### config.mk
export PLATFORM = sky130hd
export DESIGN_NAME = dce_engine
export DESIGN_NICKNAME = d
export VERILOG_FILES = /design/src/design/dce_pkg.sv /design/src/design/dce_rtc.sv /design/src/design/dce_crc.sv /design/src/design/dce_engine.sv
export SDC_FILE = /design/constraint.sdc
export NUM_CORES = 1
export LEC_CHECK = 0
export BUFFER_PORTS_ARGS = -buffer_cell sky130_fd_sc_hd__clkbuf_2
export CAP_MARGIN = 20
export CORE_MARGIN = 10
export CORE_UTILIZATION = 35
export CTS_CLUSTER_SIZE = 8
export DETAILED_ROUTE_END_ITERATION = 12
export SLEW_MARGIN = 10
export SYNTH_ARGS = -nofsm -noshare
export SYNTH_HDL_FRONTEND = slang
export SYNTH_SLANG_ARGS = --single-unit
### constraint.sdc
create_clock -name core_clk -period 6.8 [get_ports core_clk]
set_input_delay 0 -clock core_clk [delete_from_list [all_inputs] [get_ports core_clk]]
set_output_delay 0 -clock core_clk [all_outputs]
set_load 0.01 [all_outputs]
### src/design/dce_pkg.sv
// Package of constants and carrier types for the debug command engine
package dce_pkg;
  // ==========================================================
  // Command codes
  localparam logic [7:0] CMD_REV = 8'h00;
  localparam logic [7:0] CMD_STAT = 8'h02;
  localparam logic [7:0] CMD_RTC = 8'h03;
  localparam logic [7:0] CMD_WCTL = 8'h04;
  localparam logic [7:0] CMD_RCTL = 8'h05;
  localparam logic [7:0] CMD_WPC = 8'h06;
  localparam logic [7:0] CMD_RPC = 8'h07;
  localparam logic [7:0] CMD_WREG = 8'h08;
  localparam logic [7:0] CMD_RREG = 8'h09;
  localparam logic [7:0] CMD_WPM = 8'h0A;
  localparam logic [7:0] CMD_RPM = 8'h0B;
  localparam logic [7:0] CMD_WDM = 8'h0C;
  localparam logic [7:0] CMD_RDM = 8'h0D;
  localparam logic [7:0] CMD_CRC = 8'h0E;
  localparam logic [7:0] CMD_STEP = 8'h10;
  localparam logic [7:0] CMD_STUFF = 8'h11;
  localparam logic [7:0] CMD_EXEC = 8'h12;
  // ==========================================================
  // Control and status fields
  localparam int CTL_HALT_POS = 7;
  localparam int CTL_BREAKPOINT_ENABLE_BIT_POS = 6;
  localparam int CTL_NOTIFY_POS = 5;
  localparam int CTL_RST_POS = 0;
  localparam logic [7:0] CTL_RESET = 8'h00;
  localparam logic [7:0] CTL_WMASK = 8'hE1;
  localparam int STAT_HALT_POS = 7;
  localparam int STAT_LPH_POS = 6;
  localparam int STAT_LOCKH_POS = 5;
  localparam logic [7:0] ALL_ONES_BYTE = 8'hFF;
  localparam logic [7:0] NOTIFY_BYTE = 8'hFF;
  localparam logic [15:0] REV_DEFAULT = 16'h0100; // Arbitrary value
  localparam logic [15:0] CRC_INIT = 16'hFFFF;
  localparam logic [15:0] CRC_POLY = 16'h1021;
  localparam logic [15:0] RTC_MAX = 16'hFFFF;
  localparam logic [15:0] RTC_ZERO = 16'h0000;
  // ==========================================================
  // Memory bus carrier: space select, address, write data, strobes
  typedef enum logic [1:0] {
    DCE_SP_REG = 2'b00,
    DCE_SP_PM = 2'b01,
    DCE_SP_DM = 2'b10
  } dce_space_t;
  typedef struct packed {
    dce_space_t space;
    logic [15:0] addr;
    logic [7:0] wdata;
    logic wr;
    logic rd;
  } dce_mem_req_t;
endpackage

### src/design/dce_rtc.sv
// Saturating runtime counter of system clock cycles
`timescale 1ns/1ps
`default_nettype none
module dce_rtc #(
  parameter int WIDTH = 16
) (
  input wire logic core_clk,
  input wire logic sys_rst,
  input wire logic clear,
  input wire logic run,
  input wire logic load,
  input wire logic [WIDTH-1:0] load_val,
  output logic [WIDTH-1:0] count
);
  import dce_pkg::*;
  logic [WIDTH-1:0] count_ff;
  // ==========================================================
  // Counter: load wins, clear on leaving halt, saturate at all ones
  always_ff @(posedge core_clk) begin
    if (sys_rst) begin
      count_ff <= '0;
    end else if (load) begin
      count_ff <= load_val;
    end else if (clear) begin
      count_ff <= '0;
    end else if (run && count_ff != {WIDTH{1'b1}}) begin
      count_ff <= count_ff + 1'b1;
    end
  end
  assign count = count_ff;
endmodule
`default_nettype wire

### src/design/dce_crc.sv
// CRC-CCITT byte update engine, one byte per clock
`timescale 1ns/1ps
`default_nettype none
module dce_crc (
  input wire logic core_clk,
  input wire logic sys_rst,
  input wire logic init,
  input wire logic en,
  input wire logic [7:0] data,
  output logic [15:0] crc
);
  import dce_pkg::*;
  logic [15:0] crc_ff;
  logic [15:0] nxt_crc;
  // ==========================================================
  // Bitwise MSB-first update; unrolled by the loop for a one-cycle byte
  always_comb begin
    nxt_crc = crc_ff ^ {data, 8'h00};
    for (int i = 0; i < 8; i++) begin
      nxt_crc = nxt_crc[15] ? ((nxt_crc << 1) ^ CRC_POLY) : (nxt_crc << 1);
    end
  end
  always_ff @(posedge core_clk) begin
    if (sys_rst) begin
      crc_ff <= CRC_INIT;
    end else if (init) begin
      crc_ff <= CRC_INIT;
    end else if (en) begin
      crc_ff <= nxt_crc;
    end
  end
  assign crc = crc_ff;
endmodule
`default_nettype wire

### src/design/dce_engine.sv
// Debug command engine: byte command interpreter of the on-chip debugger
// Operation
// - 00H returns revision; 02H returns status
// - Sixteen-bit saturating cycle counter, read 03H
// - Memory, register, step commands overwrite counter
// - 04H writes control, 05H reads; lock
// - 06H loads PC when halted, unlocked
// - 07H returns PC, else all ones
// - Register write framing; discard unless halted
// - Locked register writes only to flash control
// - 09H register read; ones if blocked
// - 0AH program write needs flash unlocked
// - 0BH program read; ones if blocked
// - 0CH data write; discard if blocked
// - 0DH data read; ones only if running
// - 0EH CRC of program memory
// - 10H steps one instruction when allowed
// - 11H stuffs opcode byte, rest fetched
// - 12H executes sent instruction; else one
// - Halt bit stops fetch; set on break
// - Breakpoint enable gates break opcode
// - Notify byte on breakpoint when enabled
// - Reset bit runs device reset, self-clears
// - Counter runs outside halt, stops saturated
// - Status: halted, low-power halt, lock honoured
`timescale 1ns/1ps
`default_nettype none
module dce_engine #(
  parameter logic [15:0] REV_WORD = dce_pkg::REV_DEFAULT,
  parameter logic [15:0] PM_BYTES = 16'hFFFF,
  parameter logic [11:0] FLASH_CTL_LO = 12'hFF8,
  parameter logic [11:0] FLASH_CTL_HI = 12'hFFB
) (
  input wire logic core_clk,
  input wire logic sys_rst,
  input wire logic rx_valid,
  input wire logic [7:0] rx_byte,
  output logic tx_valid,
  output logic [7:0] tx_byte,
  input wire logic tx_ready,
  input wire logic read_lock_option,
  input wire logic cpu_lowpower_halt,
  input wire logic break_decoded,
  input wire logic flash_unlocked,
  input wire logic [15:0] cpu_pc,
  output logic pc_load,
  output logic [15:0] pc_load_val,
  output logic fetch_halt,
  output logic step_req,
  output logic stuff_req,
  output logic exec_req,
  output logic [7:0] instr_byte,
  output logic instr_byte_valid,
  input wire logic [2:0] instr_len,
  input wire logic instr_done,
  output logic device_reset_req,
  input wire logic device_reset_done,
  output dce_pkg::dce_mem_req_t mem_req,
  input wire logic [7:0] mem_rdata
);
  import dce_pkg::*;
  typedef enum logic [3:0] {
    ST_CMD = 4'h0, ST_ARG = 4'h1, ST_WDATA = 4'h2, ST_RD_REQ = 4'h3,
    ST_RD_WAIT = 4'h4, ST_TX = 4'h5, ST_CRC = 4'h6, ST_CPU = 4'h7,
    ST_EXEC_BYTES = 4'h8
  } dce_state_t;
  dce_state_t state_ff;
  logic [7:0] cmd_ff, ctl_ff;
  logic [1:0] argn_ff;
  logic [2:0] argi_ff;
  logic [15:0] addr_ff, cnt_ff, txw_ff, crc_addr_ff;
  logic [16:0] left_ff;
  logic tx_two_ff, tx_hi_ff, tx_valid_ff, rd_ones_ff, notify_ff, crc_en_ff;
  logic [7:0] tx_byte_ff;
  logic [2:0] ilen_ff;
  logic lock, halted, wr_ok, rd_ones_now;
  logic [15:0] crc_val, rtc_val;
  logic rtc_load;
  // ==========================================================
  // Derived conditions
  assign lock = read_lock_option;
  assign halted = ctl_ff[CTL_HALT_POS];
  assign fetch_halt = halted;
  assign device_reset_req = ctl_ff[CTL_RST_POS];
  // Write gate per command, evaluated at each data byte
  always_comb begin
    case (cmd_ff)
      CMD_WREG: wr_ok = halted && (!lock || (addr_ff[11:0] >= FLASH_CTL_LO
                        && addr_ff[11:0] <= FLASH_CTL_HI));
      CMD_WPM: wr_ok = halted && !lock && flash_unlocked;
      CMD_WDM: wr_ok = halted && !lock;
      default: wr_ok = 1'b0;
    endcase
  end
  // Read blocking: data memory read ignores the lock
  assign rd_ones_now = (cmd_ff == CMD_RDM) ? !halted : (!halted || lock);
  // ==========================================================
  // Runtime counter; overwritten by the memory/CPU commands
  assign rtc_load = (state_ff == ST_WDATA || state_ff == ST_RD_REQ || state_ff == ST_CRC
                     || state_ff == ST_CPU);
  dce_rtc #(.WIDTH(16)) u_rtc (
    .core_clk(core_clk),
    .sys_rst(sys_rst),
    .clear(state_ff == ST_ARG && cmd_ff == CMD_WCTL && rx_valid && halted && !lock
           && !rx_byte[CTL_HALT_POS]),
    .run(!halted),
    .load(rtc_load),
    .load_val(left_ff[15:0]),
    .count(rtc_val)
  );
  dce_crc u_crc (
    .core_clk(core_clk),
    .sys_rst(sys_rst),
    .init(state_ff == ST_CMD),
    .en(crc_en_ff),
    .data(mem_rdata),
    .crc(crc_val)
  );
  // ==========================================================
  // Control register: host writes, break sets halt, reset self-clears
  always_ff @(posedge core_clk) begin
    if (sys_rst) begin
      ctl_ff <= CTL_RESET;
    end else begin
      if (state_ff == ST_ARG && cmd_ff == CMD_WCTL && rx_valid) begin
        ctl_ff <= rx_byte & CTL_WMASK;
        if (lock && halted) begin
          ctl_ff[CTL_HALT_POS] <= 1'b1;
        end
      end else if (device_reset_done && ctl_ff[CTL_RST_POS]) begin
        ctl_ff[CTL_RST_POS] <= 1'b0;
      end
      if (break_decoded && ctl_ff[CTL_BREAKPOINT_ENABLE_BIT_POS]) begin
        ctl_ff[CTL_HALT_POS] <= 1'b1;
      end
    end
  end
  // Notify pending on breakpoint, sent when the transmitter is free
  always_ff @(posedge core_clk) begin
    if (sys_rst) begin
      notify_ff <= 1'b0;
    end else if (break_decoded && ctl_ff[CTL_BREAKPOINT_ENABLE_BIT_POS] && ctl_ff[CTL_NOTIFY_POS]
                 && !halted) begin
      notify_ff <= 1'b1;
    end else if (state_ff == ST_CMD && !tx_valid_ff) begin
      notify_ff <= 1'b0;
    end
  end
  // ==========================================================
  // Command sequencer
  always_ff @(posedge core_clk) begin
    if (sys_rst) begin
      state_ff <= ST_CMD;
      cmd_ff <= 8'h00;
      argn_ff <= 2'd0;
      argi_ff <= 3'd0;
      addr_ff <= 16'h0000;
      cnt_ff <= 16'h0000;
      left_ff <= 17'h00000;
      txw_ff <= 16'h0000;
      tx_two_ff <= 1'b0;
      tx_hi_ff <= 1'b0;
      tx_valid_ff <= 1'b0;
      tx_byte_ff <= 8'h00;
      rd_ones_ff <= 1'b0;
      crc_en_ff <= 1'b0;
      crc_addr_ff <= 16'h0000;
      ilen_ff <= 3'd0;
    end else begin
      crc_en_ff <= 1'b0;
      if (tx_valid_ff && tx_ready) begin
        tx_valid_ff <= 1'b0;
      end
      case (state_ff)
        ST_CMD: begin
          argi_ff <= 3'd0;
          if (notify_ff && !tx_valid_ff) begin
            tx_byte_ff <= NOTIFY_BYTE;
            tx_valid_ff <= 1'b1;
          end else if (rx_valid) begin
            cmd_ff <= rx_byte;
            case (rx_byte)
              CMD_REV: begin
                txw_ff <= REV_WORD;
                tx_two_ff <= 1'b1;
                state_ff <= ST_TX;
              end
              CMD_STAT: begin
                txw_ff <= {8'h00, halted, cpu_lowpower_halt, !lock, 5'b00000};
                tx_two_ff <= 1'b0;
                state_ff <= ST_TX;
              end
              CMD_RTC: begin
                txw_ff <= rtc_val;
                tx_two_ff <= 1'b1;
                state_ff <= ST_TX;
              end
              CMD_RCTL: begin
                txw_ff <= {8'h00, ctl_ff};
                tx_two_ff <= 1'b0;
                state_ff <= ST_TX;
              end
              CMD_RPC: begin
                txw_ff <= (halted && !lock) ? cpu_pc : RTC_MAX;
                tx_two_ff <= 1'b1;
                state_ff <= ST_TX;
              end
              CMD_WCTL: begin
                argn_ff <= 2'd0;
                state_ff <= ST_ARG;
              end
              CMD_WPC, CMD_STUFF: begin
                argn_ff <= (rx_byte == CMD_WPC) ? 2'd1 : 2'd0;
                state_ff <= ST_ARG;
              end
              CMD_WREG, CMD_RREG: begin
                argn_ff <= 2'd2;
                state_ff <= ST_ARG;
              end
              CMD_WPM, CMD_RPM, CMD_WDM, CMD_RDM: begin
                argn_ff <= 2'd3;
                state_ff <= ST_ARG;
              end
              CMD_CRC: begin
                crc_addr_ff <= 16'h0000;
                left_ff <= {1'b0, PM_BYTES} + 17'd1;
                state_ff <= halted ? ST_CRC : ST_TX;
                txw_ff <= RTC_MAX;
                tx_two_ff <= 1'b1;
              end
              CMD_STEP: begin
                state_ff <= (halted && !lock) ? ST_CPU : ST_CMD;
              end
              CMD_EXEC: begin
                argn_ff <= 2'd0;
                state_ff <= ST_EXEC_BYTES;
              end
              default: state_ff <= ST_CMD;
            endcase
          end
        end
        ST_ARG: if (rx_valid) begin
          argi_ff <= argi_ff + 3'd1;
          case (argi_ff)
            3'd0: addr_ff[15:8] <= rx_byte;
            3'd1: addr_ff[7:0] <= rx_byte;
            3'd2: cnt_ff[15:8] <= rx_byte;
            default: cnt_ff[7:0] <= rx_byte;
          endcase
          if (argi_ff == 3'(argn_ff)) begin
            if (cmd_ff == CMD_WCTL) begin
              state_ff <= ST_CMD;
            end else if (cmd_ff == CMD_WPC) begin
              state_ff <= ST_CMD;
            end else if (cmd_ff == CMD_STUFF) begin
              state_ff <= (halted && !lock) ? ST_CPU : ST_CMD;
            end else if (argn_ff == 2'd2) begin
              left_ff <= (rx_byte == 8'h00) ? 17'd256 : {9'h000, rx_byte};
              addr_ff <= {4'h0, addr_ff[11:8], addr_ff[7:0]};
              state_ff <= (cmd_ff == CMD_WREG) ? ST_WDATA : ST_RD_REQ;
            end else begin
              left_ff <= ({cnt_ff[15:8], rx_byte} == 16'h0000) ? 17'h10000
                         : {1'b0, cnt_ff[15:8], rx_byte};
              state_ff <= (cmd_ff == CMD_WPM || cmd_ff == CMD_WDM) ? ST_WDATA : ST_RD_REQ;
            end
          end
        end
        ST_WDATA: if (rx_valid) begin
          addr_ff <= addr_ff + 16'd1;
          left_ff <= left_ff - 17'd1;
          if (left_ff == 17'd1) begin
            state_ff <= ST_CMD;
          end
        end
        ST_RD_REQ: if (!tx_valid_ff) begin
          rd_ones_ff <= rd_ones_now;
          state_ff <= ST_RD_WAIT;
        end
        ST_RD_WAIT: begin
          tx_byte_ff <= rd_ones_ff ? ALL_ONES_BYTE : mem_rdata;
          tx_valid_ff <= 1'b1;
          addr_ff <= addr_ff + 16'd1;
          left_ff <= left_ff - 17'd1;
          state_ff <= (left_ff == 17'd1) ? ST_CMD : ST_RD_REQ;
        end
        ST_TX: if (!tx_valid_ff) begin
          tx_byte_ff <= (tx_two_ff && !tx_hi_ff) ? txw_ff[15:8] : txw_ff[7:0];
          tx_valid_ff <= 1'b1;
          if (tx_two_ff && !tx_hi_ff) begin
            tx_hi_ff <= 1'b1;
          end else begin
            tx_hi_ff <= 1'b0;
            state_ff <= ST_CMD;
          end
        end
        ST_CRC: if (left_ff != 17'd0) begin
          crc_en_ff <= 1'b1;
          crc_addr_ff <= crc_addr_ff + 16'd1;
          left_ff <= left_ff - 17'd1;
        end else if (!crc_en_ff) begin
          state_ff <= ST_TX; // Last byte folded, result captured below
        end
        ST_EXEC_BYTES: if (rx_valid) begin
          if (argi_ff == 3'd0) begin
            ilen_ff <= (halted && !lock) ? instr_len : 3'd1;
          end
          argi_ff <= argi_ff + 3'd1;
          // First byte uses the live length, the latch lags a cycle
          if ((argi_ff == 3'd0 && !(halted && !lock))
              || argi_ff + 3'd1 == ((argi_ff == 3'd0) ? instr_len : ilen_ff)) begin
            state_ff <= (halted && !lock) ? ST_CPU : ST_CMD;
          end
        end
        ST_CPU: if (instr_done) begin
          state_ff <= ST_CMD;
        end
        default: state_ff <= ST_CMD;
      endcase
      if (state_ff == ST_CRC && left_ff == 17'd0) begin
        txw_ff <= crc_val;
      end
    end
  end
  // ==========================================================
  // Outputs toward CPU and memory
  assign pc_load = state_ff == ST_ARG && cmd_ff == CMD_WPC && rx_valid && argi_ff == 3'd1
                   && halted && !lock;
  assign pc_load_val = {addr_ff[15:8], rx_byte};
  assign step_req = state_ff == ST_CMD && rx_valid && rx_byte == CMD_STEP && halted && !lock;
  assign stuff_req = state_ff == ST_ARG && cmd_ff == CMD_STUFF && rx_valid && halted
                     && !lock;
  assign exec_req = state_ff == ST_EXEC_BYTES && halted && !lock;
  assign instr_byte = rx_byte;
  assign instr_byte_valid = rx_valid && halted && !lock
                            && ((state_ff == ST_ARG && cmd_ff == CMD_STUFF)
                            || state_ff == ST_EXEC_BYTES);
  assign tx_valid = tx_valid_ff;
  assign tx_byte = tx_byte_ff;
  always_comb begin
    mem_req.space = (cmd_ff == CMD_WREG || cmd_ff == CMD_RREG) ? DCE_SP_REG
                    : (cmd_ff == CMD_WDM || cmd_ff == CMD_RDM) ? DCE_SP_DM : DCE_SP_PM;
    mem_req.addr = (state_ff == ST_CRC) ? crc_addr_ff : addr_ff;
    mem_req.wdata = rx_byte;
    mem_req.wr = state_ff == ST_WDATA && rx_valid && wr_ok;
    mem_req.rd = (state_ff == ST_RD_REQ && !tx_valid_ff)
                 || (state_ff == ST_CRC && left_ff != 17'd0);
  end
endmodule
`default_nettype wire

==> out/qor.csv, run 1 <==
stage;metric;value;unit
status;status;completed;
final_layout;synthesis-to-layout area growth;12.2;%
synthesis;syn nets;1283;
timing;final setup fails;0;
synthesis;Primary FF master, synth;dfxtp_1;
placement;gpl congestion;0.886;
floorplanning;DIE AREA;0.0334;mm^2
grt;vias in the first global route;8478;
timing;worst slew pin tran;1.11;ns
drt;Via density;5.72;
placement;Cell Area, Placed;0.00976;mm^2
floorplanning;initial core utilization;35.5;%
clock_network;Clock transition at path regs;0.07;ns
synthesis;Distinct cells, synth;78;
drt;Routed WL;30200;um
pwr;Max IR drop VDD;0.000183;V
synthesis;Syn Std Cell Area;0.00926;mm^2
synthesis;Synth async-reset ratio;0;%
drt;Final ANT Viol Nets;0;
clock_network;CTS max path bufs;2;
clock_network;CTS tree;done;
timing;Setup TNS;0;ns
timing;RSZ-0062 raised after global routing;false;
pwr;PwrDens;196;mW/mm^2
grt;pin count of the biggest net entering global routing;59;
drt;Starting DRT DRC Count;602;
final_layout;share of layout cells above drive strength 1;15.1;%
synthesis;Mapped Cells;1228;
clock_network;total CTS buffers;17;
final_layout;final core occ;39.9;%
grt;first-pass GRT wire length;47700;um
critical_path;flop-to-flop setup slack;3.40;ns
critical_path;Worst setup SP type;flop;
drt;Detailed Routing Iterations Pass 1;5;
clock_network;Post-CTS Setup Bufs;0;
final_layout;commonest non-fill, non-tap cell in the layout;nand2_1;
pwr;leakage power;3.79;nW
drt;via count;9161;
critical_path;required time of the critical path;7.08;ns
drt;Routed wire per std cell;18.8;um
synthesis;synthesis-stage register bit count;143;
final_layout;fillers;2660;
timing;Fin. Hold Viols;0;
timing;Final Cycle Share;49.9;%
floorplanning;height of the die;183;um
clock_network;Max H-tree Level;4;
critical_path;Worst Path Max Fanout;24;
placement;port buffer count;112;
grt;gr usage total;17.4;%
timing;post-route minimum period;3.40;ns
critical_path;critical path capture point type;flop;
synthesis;Post-synth EDFFs;0;
clock_network;PostCTS Resize Cnt;0;
clock_network;CTS Hold Buffers Added;6;
timing;Setup Skew;0.0145;ns
worst_hold_path;Worst Hold Class;in2reg;
floorplanning;die width;183;um
grt;number of antenna violations at the first check in global routing;0;
final_layout;most frequent cells in the layout;nand2_1, dfxtp_1, nor2_1, clkbuf_2, a21oi_1;
final_layout;Final Cell Area;0.0104;mm^2
critical_path;Critical Path AT;3.68;ns
synthesis;Avg Synthesized Cell Area;7.54;um^2
synthesis;yosys warns;0;
final_layout;Antenna Cells;0;
synthesis;Seq/Total Area, Yosys;30.9;%
floorplanning;core region area;0.0261;mm^2
floorplanning;row cnt;59;
timing;max_slew headroom;26.0;%
placement;DPL Wire Length;21700;um
grt;GRT overflow;0;
final_layout;area of the multi-input gates;0.00574;mm^2
final_layout;NumNets Final;1309;
timing;pins over their slew limit;0;
clock_network;root buffer cell;clkbuf_16;
clock_network;clock latency on the worst-skew pair;0.44;ns
critical_path;critical path class;reg2reg;
timing;Max Clk Rate;295;MHz
job;maxcap violations;0;
final_layout;storage element area;0.00286;mm^2
clock_network;CTS Sinks;143;
drt;DRC;0;
floorplanning;Ports;113;
## logic make-up after synthesis
family          Yosys count  synth area share, %
buf+inv                 145                 7.34
xor+xnor                 54                 5.11
flops                   143                 30.9
simple gates            493                 26.4
compound gates          341                 24.2
fa+ha+maj                10                 1.35
mux                      42                 4.69
## where the power goes
group          internal [W]  leakage (nW)  switching, W
Clock              0.000487         0.281      0.000430
Combinational     0.0000924          2.36      0.000157
Sequential         0.000849          1.15     0.0000210
Total               0.00143          3.79      0.000608
## cell usage after synthesis (10+ instances only)
| cell type | n | share of area (%) |
|---|---|---|
| a211oi_1 | 27 | 2.2 |
| a21oi_1 | 93 | 5.0 |
| a221oi_1 | 10 | 0.95 |
| a22o_1 | 15 | 1.4 |
| a22oi_1 | 15 | 1.2 |
| a311oi_1 | 12 | 1.1 |
| a31oi_1 | 15 | 1.0 |
| and3_1 | 14 | 0.95 |
| buf_4 | 34 | 2.8 |
| clkbuf_1 | 79 | 3.2 |
| dfxtp_1 | 143 | 31 |
| ha_1 | 10 | 1.4 |
| inv_1 | 22 | 0.89 |
| mux2_2 | 11 | 1.3 |
| mux2i_1 | 31 | 3.4 |
| nand2_1 | 155 | 6.3 |
| nand2b_1 | 20 | 1.4 |
| nand3_1 | 33 | 1.8 |
| nand4_1 | 13 | 0.88 |
| nor2_1 | 126 | 5.1 |
| nor2b_1 | 19 | 1.3 |
| nor3_1 | 35 | 1.9 |
| nor4_1 | 15 | 1.0 |
| o21ai_0 | 75 | 4.1 |
| xnor2_1 | 29 | 2.7 |
| xor2_1 | 25 | 2.4 |
## worst paths after layout
| path | from | end | depth (start not counted) |
|---|---|---|---|
| worst max register to register | state_ff[2]$_SDFFE_PP0P_ | left_ff[1]$_SDFFE_PP0P_ | 6 |
| worst min-delay path | rx_byte[7] | cmd_ff[7]$_SDFFE_PP0P_ | 3 |
| worst min register to register | cmd_ff[7]$_SDFFE_PP0P_ | cmd_ff[7]$_SDFFE_PP0P_ | 2 |
| worst max-delay path | state_ff[2]$_SDFFE_PP0P_ | left_ff[1]$_SDFFE_PP0P_ | 6 |
## registers in the layout (all words and copies together) (netlist names)
register / count
tx_valid: 1
ctl_ff: 4
u_rtc.count: 16
crc_en_ff: 1
left_ff: 17
notify_ff: 1
state_ff: 4
u_crc.crc: 16
tx_byte: 8
tx_two_ff: 1
argn_ff: 2
rd_ones_ff: 1
tx_hi_ff: 1
addr_ff: 16
txw_ff: 16
ilen_ff: 3
cmd_ff: 8
cnt_ff: 8
crc_addr_ff: 16
argi_ff: 3
## worst max-delay path, cell delays in order, from the launching register on
cell and delay (ns):
dfxtp_1 0.59, nor4_4 0.60, and3_1 0.56, o21ai_1 0.18
or4_1 0.83, a211oi_1 0.38, a211oi_1 0.09
## layout make-up
| type | instances | area share, % |
|---|---|---|
| clock inverters | 14 | 1.37 |
| clock buffers | 18 | 4.13 |
| repair buffers | 130 | 6.84 |
| well taps | 335 | 4.04 |
| multi-input cells | 940 | 55.3 |
| flip-flops and latches | 143 | 27.6 |
| inverters | 22 | 0.795 |
## per-stage QoR
step                cells  worst slack [ns]  total power [W]  hold slack (ns)
floorplan            1228              4.33          0.00106           0.0918
global placement     1561              3.54          0.00113            0.257
detailed placement   1564              3.55          0.00113            0.262
CTS                  1602              3.48          0.00205           0.0181
global route         1602              3.23          0.00212           0.0242
finish               1602              3.40          0.00204           0.0229
## metal layers
metal | track usage, % | vias up | wire length, um
met1 | 22.7 | 4401 | 14000
met3 | 3.84 | 28 | 1750
li1 | - | 4461 | -
met4 | 4.10 | 0 | 343
met2 | 28.4 | 271 | 14100
met5 | 0 | - | 0
Power figures use the tool's default switching activity.
==> run 2, diff against run 1 <==
--- a/config.mk
+++ b/config.mk
@@ -5,6 +5,7 @@
 export SDC_FILE = /design/constraint.sdc
 export NUM_CORES = 1
 export LEC_CHECK = 0
+export ABC_AREA = 1
 export BUFFER_PORTS_ARGS = -buffer_cell sky130_fd_sc_hd__clkbuf_2
 export CAP_MARGIN = 20
 export CORE_MARGIN = 10
==> constraint.sdc (replaced) <==
create_clock -name core_clk -period 3.09 [get_ports core_clk]
set_input_delay 0 -clock core_clk [delete_from_list [all_inputs] [get_ports core_clk]]
set_output_delay 0 -clock core_clk [all_outputs]
set_load 0.01 [all_outputs]
==> run 2 against run 1 <==
  * Non-clock buffer count is 15 higher
  * Critical path type unchanged
  * Largest power group unchanged
  * Clock skew is 0.0084 ns lower
  * Flip-flop and latch count stayed put
  * Total power is 130% higher
  * Fmax is 29% higher
  * Highest routed layer unchanged
  * Synthesized cell count is 28% higher
  * Count of clock-buffer cells in the layout is 1 higher
  * Clock power is 120% higher
  * Wire length is 7.8% higher
==> out/qor.csv, run 2 <==
stage;metric;value;unit
final_layout;Largest register FFs;17;
grt;number of antenna violations at the first check in global routing;0;
timing;worst slew pin tran;0.746;ns
synthesis;area leader, netlist;dfxtp_1;
timing;max_slew headroom;50.3;%
synthesis;synthesis-stage register bit count;143;
timing;post-route minimum period;2.63;ns
grt;GRT overflow;0;
critical_path;CP bufs+invs;4;
floorplanning;row cnt;60;
final_layout;synthesis-to-layout area growth;14.6;%
critical_path;reg2reg start;state_ff[0]$_SDFFE_PP0P_;
final_layout;most frequent cells in the layout;nand2_1, nor2_1, inv_1, dfxtp_1, o21ai_0;
drt;Routed WL;32600;um
floorplanning;core region area;0.0271;mm^2
final_layout;Antenna Cells;0;
placement;port buffer count;112;
pwr;PwrDens;421;mW/mm^2
critical_path;max incr delay on CP;0.58;ns
synthesis;syn nets;1621;
critical_path;critical path class;reg2reg;
synthesis;Syn Std Cell Area;0.00971;mm^2
critical_path;critical path capture point type;flop;
synthesis;top-area cell type share of the netlist area;29.5;%
synthesis;main area contributors after synthesis;dfxtp_1, nand2_1, o21ai_0, nor2_1, a21oi_1;
critical_path;flop-to-flop setup slack;0.46;ns
worst_hold_path;Hold Crit Start;rx_byte[1];
clock_network;total CTS buffers;17;
drt;via count;10300;
timing;final setup fails;0;
grt;pin count of the biggest net entering global routing;60;
critical_path;CP delay by family, top;buffers and inverters;
clock_network;CTS max path bufs;2;
critical_path;most used cell, CP;inv_2;
grt;vias in the first global route;9794;
critical_path;Critical R2R Capture;ctl_ff[7]$_SDFFE_PP0P_;
floorplanning;die width;187;um
worst_hold_path;Worst Hold Class;in2reg;
critical_path;Critical Path AT;2.96;ns
clock_network;clock latency on the worst-skew pair;0.44;ns
critical_path;required time of the critical path;3.42;ns
clock_network;CTS Sinks;143;
synthesis;count leader, synth;nand2_1;
critical_path;CP max-delay cell;dlygate4sd3_1;
critical_path;Worst Path Max Fanout;17;
timing;Setup Skew;0.00613;ns
placement;gpl congestion;0.894;
pwr;Max IR drop VDD;0.000375;V
timing;Setup TNS;0;ns
job;maxcap violations;0;
floorplanning;Ports;113;
synthesis;Post-synth EDFFs;0;
timing;Fin. Hold Viols;0;
synthesis;Avg Synthesized Cell Area;6.20;um^2
grt;first-pass GRT wire length;52900;um
floorplanning;initial core utilization;35.8;%
worst_hold_path;Hold Path Sink;cnt_ff[9]$_SDFFE_PP0P_;
final_layout;Top reg by flops;left_ff;
drt;Detailed Routing Iterations Pass 1;5;
clock_network;Clock transition at path regs;0.07;ns
floorplanning;height of the die;187;um
synthesis;Primary FF master, synth;dfxtp_1;
drt;DRC;0;
drt;Via density;5.10;
status;status;completed;
clock_network;CTS tree;done;
final_layout;fillers;2962;
critical_path;Worst setup SP type;flop;
drt;Starting DRT DRC Count;1030;
drt;Routed wire per std cell;16.1;um
synthesis;Seq/Total Area, Yosys;29.5;%
timing;post-route setup slack;0.455;ns
critical_path;R2R cell count;10;
grt;gr usage total;18.3;%
timing;pins over their slew limit;0;
critical_path;critical path cell sequence;inv_2 -> nor2_2 -> nand2_4 -> inv_2 -> nand3_2 -> inv_2 -> nand2_1 -> o21ai_0 -> a31oi_1 -> dlygate4sd3_1;
clock_network;Max H-tree Level;4;
final_layout;commonest non-fill, non-tap cell in the layout;nand2_1;
synthesis;Distinct cells, synth;48;
placement;DP Worst Slack;0.560;ns
timing;Max Clk Rate;380;MHz
pwr;leakage power;4.97;nW
synthesis;Synth async-reset ratio;0;%
timing;RSZ-0062 raised after global routing;false;
placement;Cell Area, Placed;0.0103;mm^2
timing;Final Cycle Share;85.3;%
clock_network;root buffer cell;clkbuf_16;
synthesis;Post-synth top cells;nand2_1, nor2_1, inv_1, dfxtp_1, o21ai_0;
final_layout;share of layout cells above drive strength 1;12.2;%
floorplanning;DIE AREA;0.0348;mm^2
worst_hold_path;WHS Path Cells;3;
synthesis;Mapped Cells;1566;
clock_network;Post-CTS Setup Bufs;0;
final_layout;NumNets Final;1698;
final_layout;Final Cell Area;0.0111;mm^2
placement;DPL Wire Length;24500;um
drt;Final ANT Viol Nets;0;
synthesis;yosys warns;0;
==> run 2: cell count changes after synthesis, moves of 16 or more <==
cell | previous run | this run
o21ai_0 | 75 | 130
mux2i_1 | 31 | 0
nand3_1 | 33 | 109
a211oi_1 | 27 | 1
nor2_1 | 126 | 163
clkbuf_1 | 79 | 29
o211ai_1 | 5 | 21
inv_1 | 22 | 157
nand2b_1 | 20 | 0
nand2_1 | 155 | 415
a21oi_1 | 93 | 121
nor2b_1 | 19 | 0
==> run 2: kinds of logic after synthesis <==
family	after synthesis	synth area share (%)
fa+ha+maj	10	1.29
flops	143	29.5
xor+xnor	46	4.15
compound gates	320	18.1
buf+inv	261	11.9
simple gates	786	35.1
==> run 2: where the power goes <==
group	internal, W	switching [W]
logic	0.000230	0.000451
clock network	0.00110	0.000950
registers	0.00189	0.0000553
total	0.00322	0.00146
==> run 2: worst register-to-register path: stages (launching register included) <==
cell and delay [ns]:
dfxtp_1 0.42, inv_2 0.08, nor2_2 0.23, nand2_4 0.22, inv_2 0.27, nand3_2 0.16
inv_2 0.15, nand2_1 0.14, o21ai_0 0.18, a31oi_1 0.09, dlygate4sd3_1 0.58
==> run 2: repair_timing <==
item	CTS	global route
gates resized for setup	0	0
hold buffers	21	0
hold endpoints to repair	21	0
==> run 2: per-layer routing <==
layer  wire (um)  part of all wire (%)  global-route usage [%]  vias to the layer above
met1       15300                    47                    24.2                     4762
met4         649                   2.0                    5.46                        0
met5           0                     0                       0                        -
li1            -                     -                       -                     5248
met3        1670                   5.1                    3.22                       47
met2       14900                    46                    29.8                      276
==> run 2: metrics by stage <==
step                      utilization (%)  std cells  hold WS, ns  power (W)
after global routing                 41.0       2028       0.0794    0.00488
final                                41.0       2028       0.0408    0.00468
after floorplan                         -       1566       0.0918    0.00245
after CTS                            41.0       2028       0.0204    0.00470
after detailed placement             38.1       1975        0.273    0.00264
after global placement               38.1       1975        0.272    0.00263
==> run 2: final cells by class <==
| cell class | count | area (um^2) | share of cell area [%] |
|---|---|---|---|
| Inverter | 174 | 653 | 5.87 |
| Clock inverter | 13 | 120 | 1.08 |
| Tap cell | 372 | 465 | 4.19 |
| Timing Repair Buffer | 145 | 873 | 7.85 |
| Multi-Input combinational cell | 1162 | 5690 | 51.2 |
| Clock buffer | 19 | 453 | 4.07 |
| Sequential cell | 143 | 2860 | 25.7 |
==> run 2: how the worst max path moves through the flow <==
stage / start / endpoint / slack, ns / depth (start not counted)
after floorplan: left_ff[0]$_SDFFE_PP0P_ / txw_ff[6]$_SDFFE_PP0P_ / 1.21 / 12
after global placement: state_ff[1]$_SDFFE_PP0P_ / addr_ff[6]$_SDFFE_PP0P_ / 0.62 / 9
after detailed placement: rx_byte[0] / txw_ff[8]$_SDFFE_PP0P_ / 0.56 / 10
after CTS: state_ff[0]$_SDFFE_PP0P_ / ctl_ff[7]$_SDFFE_PP0P_ / 0.48 / 10
after global routing: rx_byte[7] / txw_ff[8]$_SDFFE_PP0P_ / 0.24 / 11
final: state_ff[0]$_SDFFE_PP0P_ / ctl_ff[7]$_SDFFE_PP0P_ / 0.46 / 10
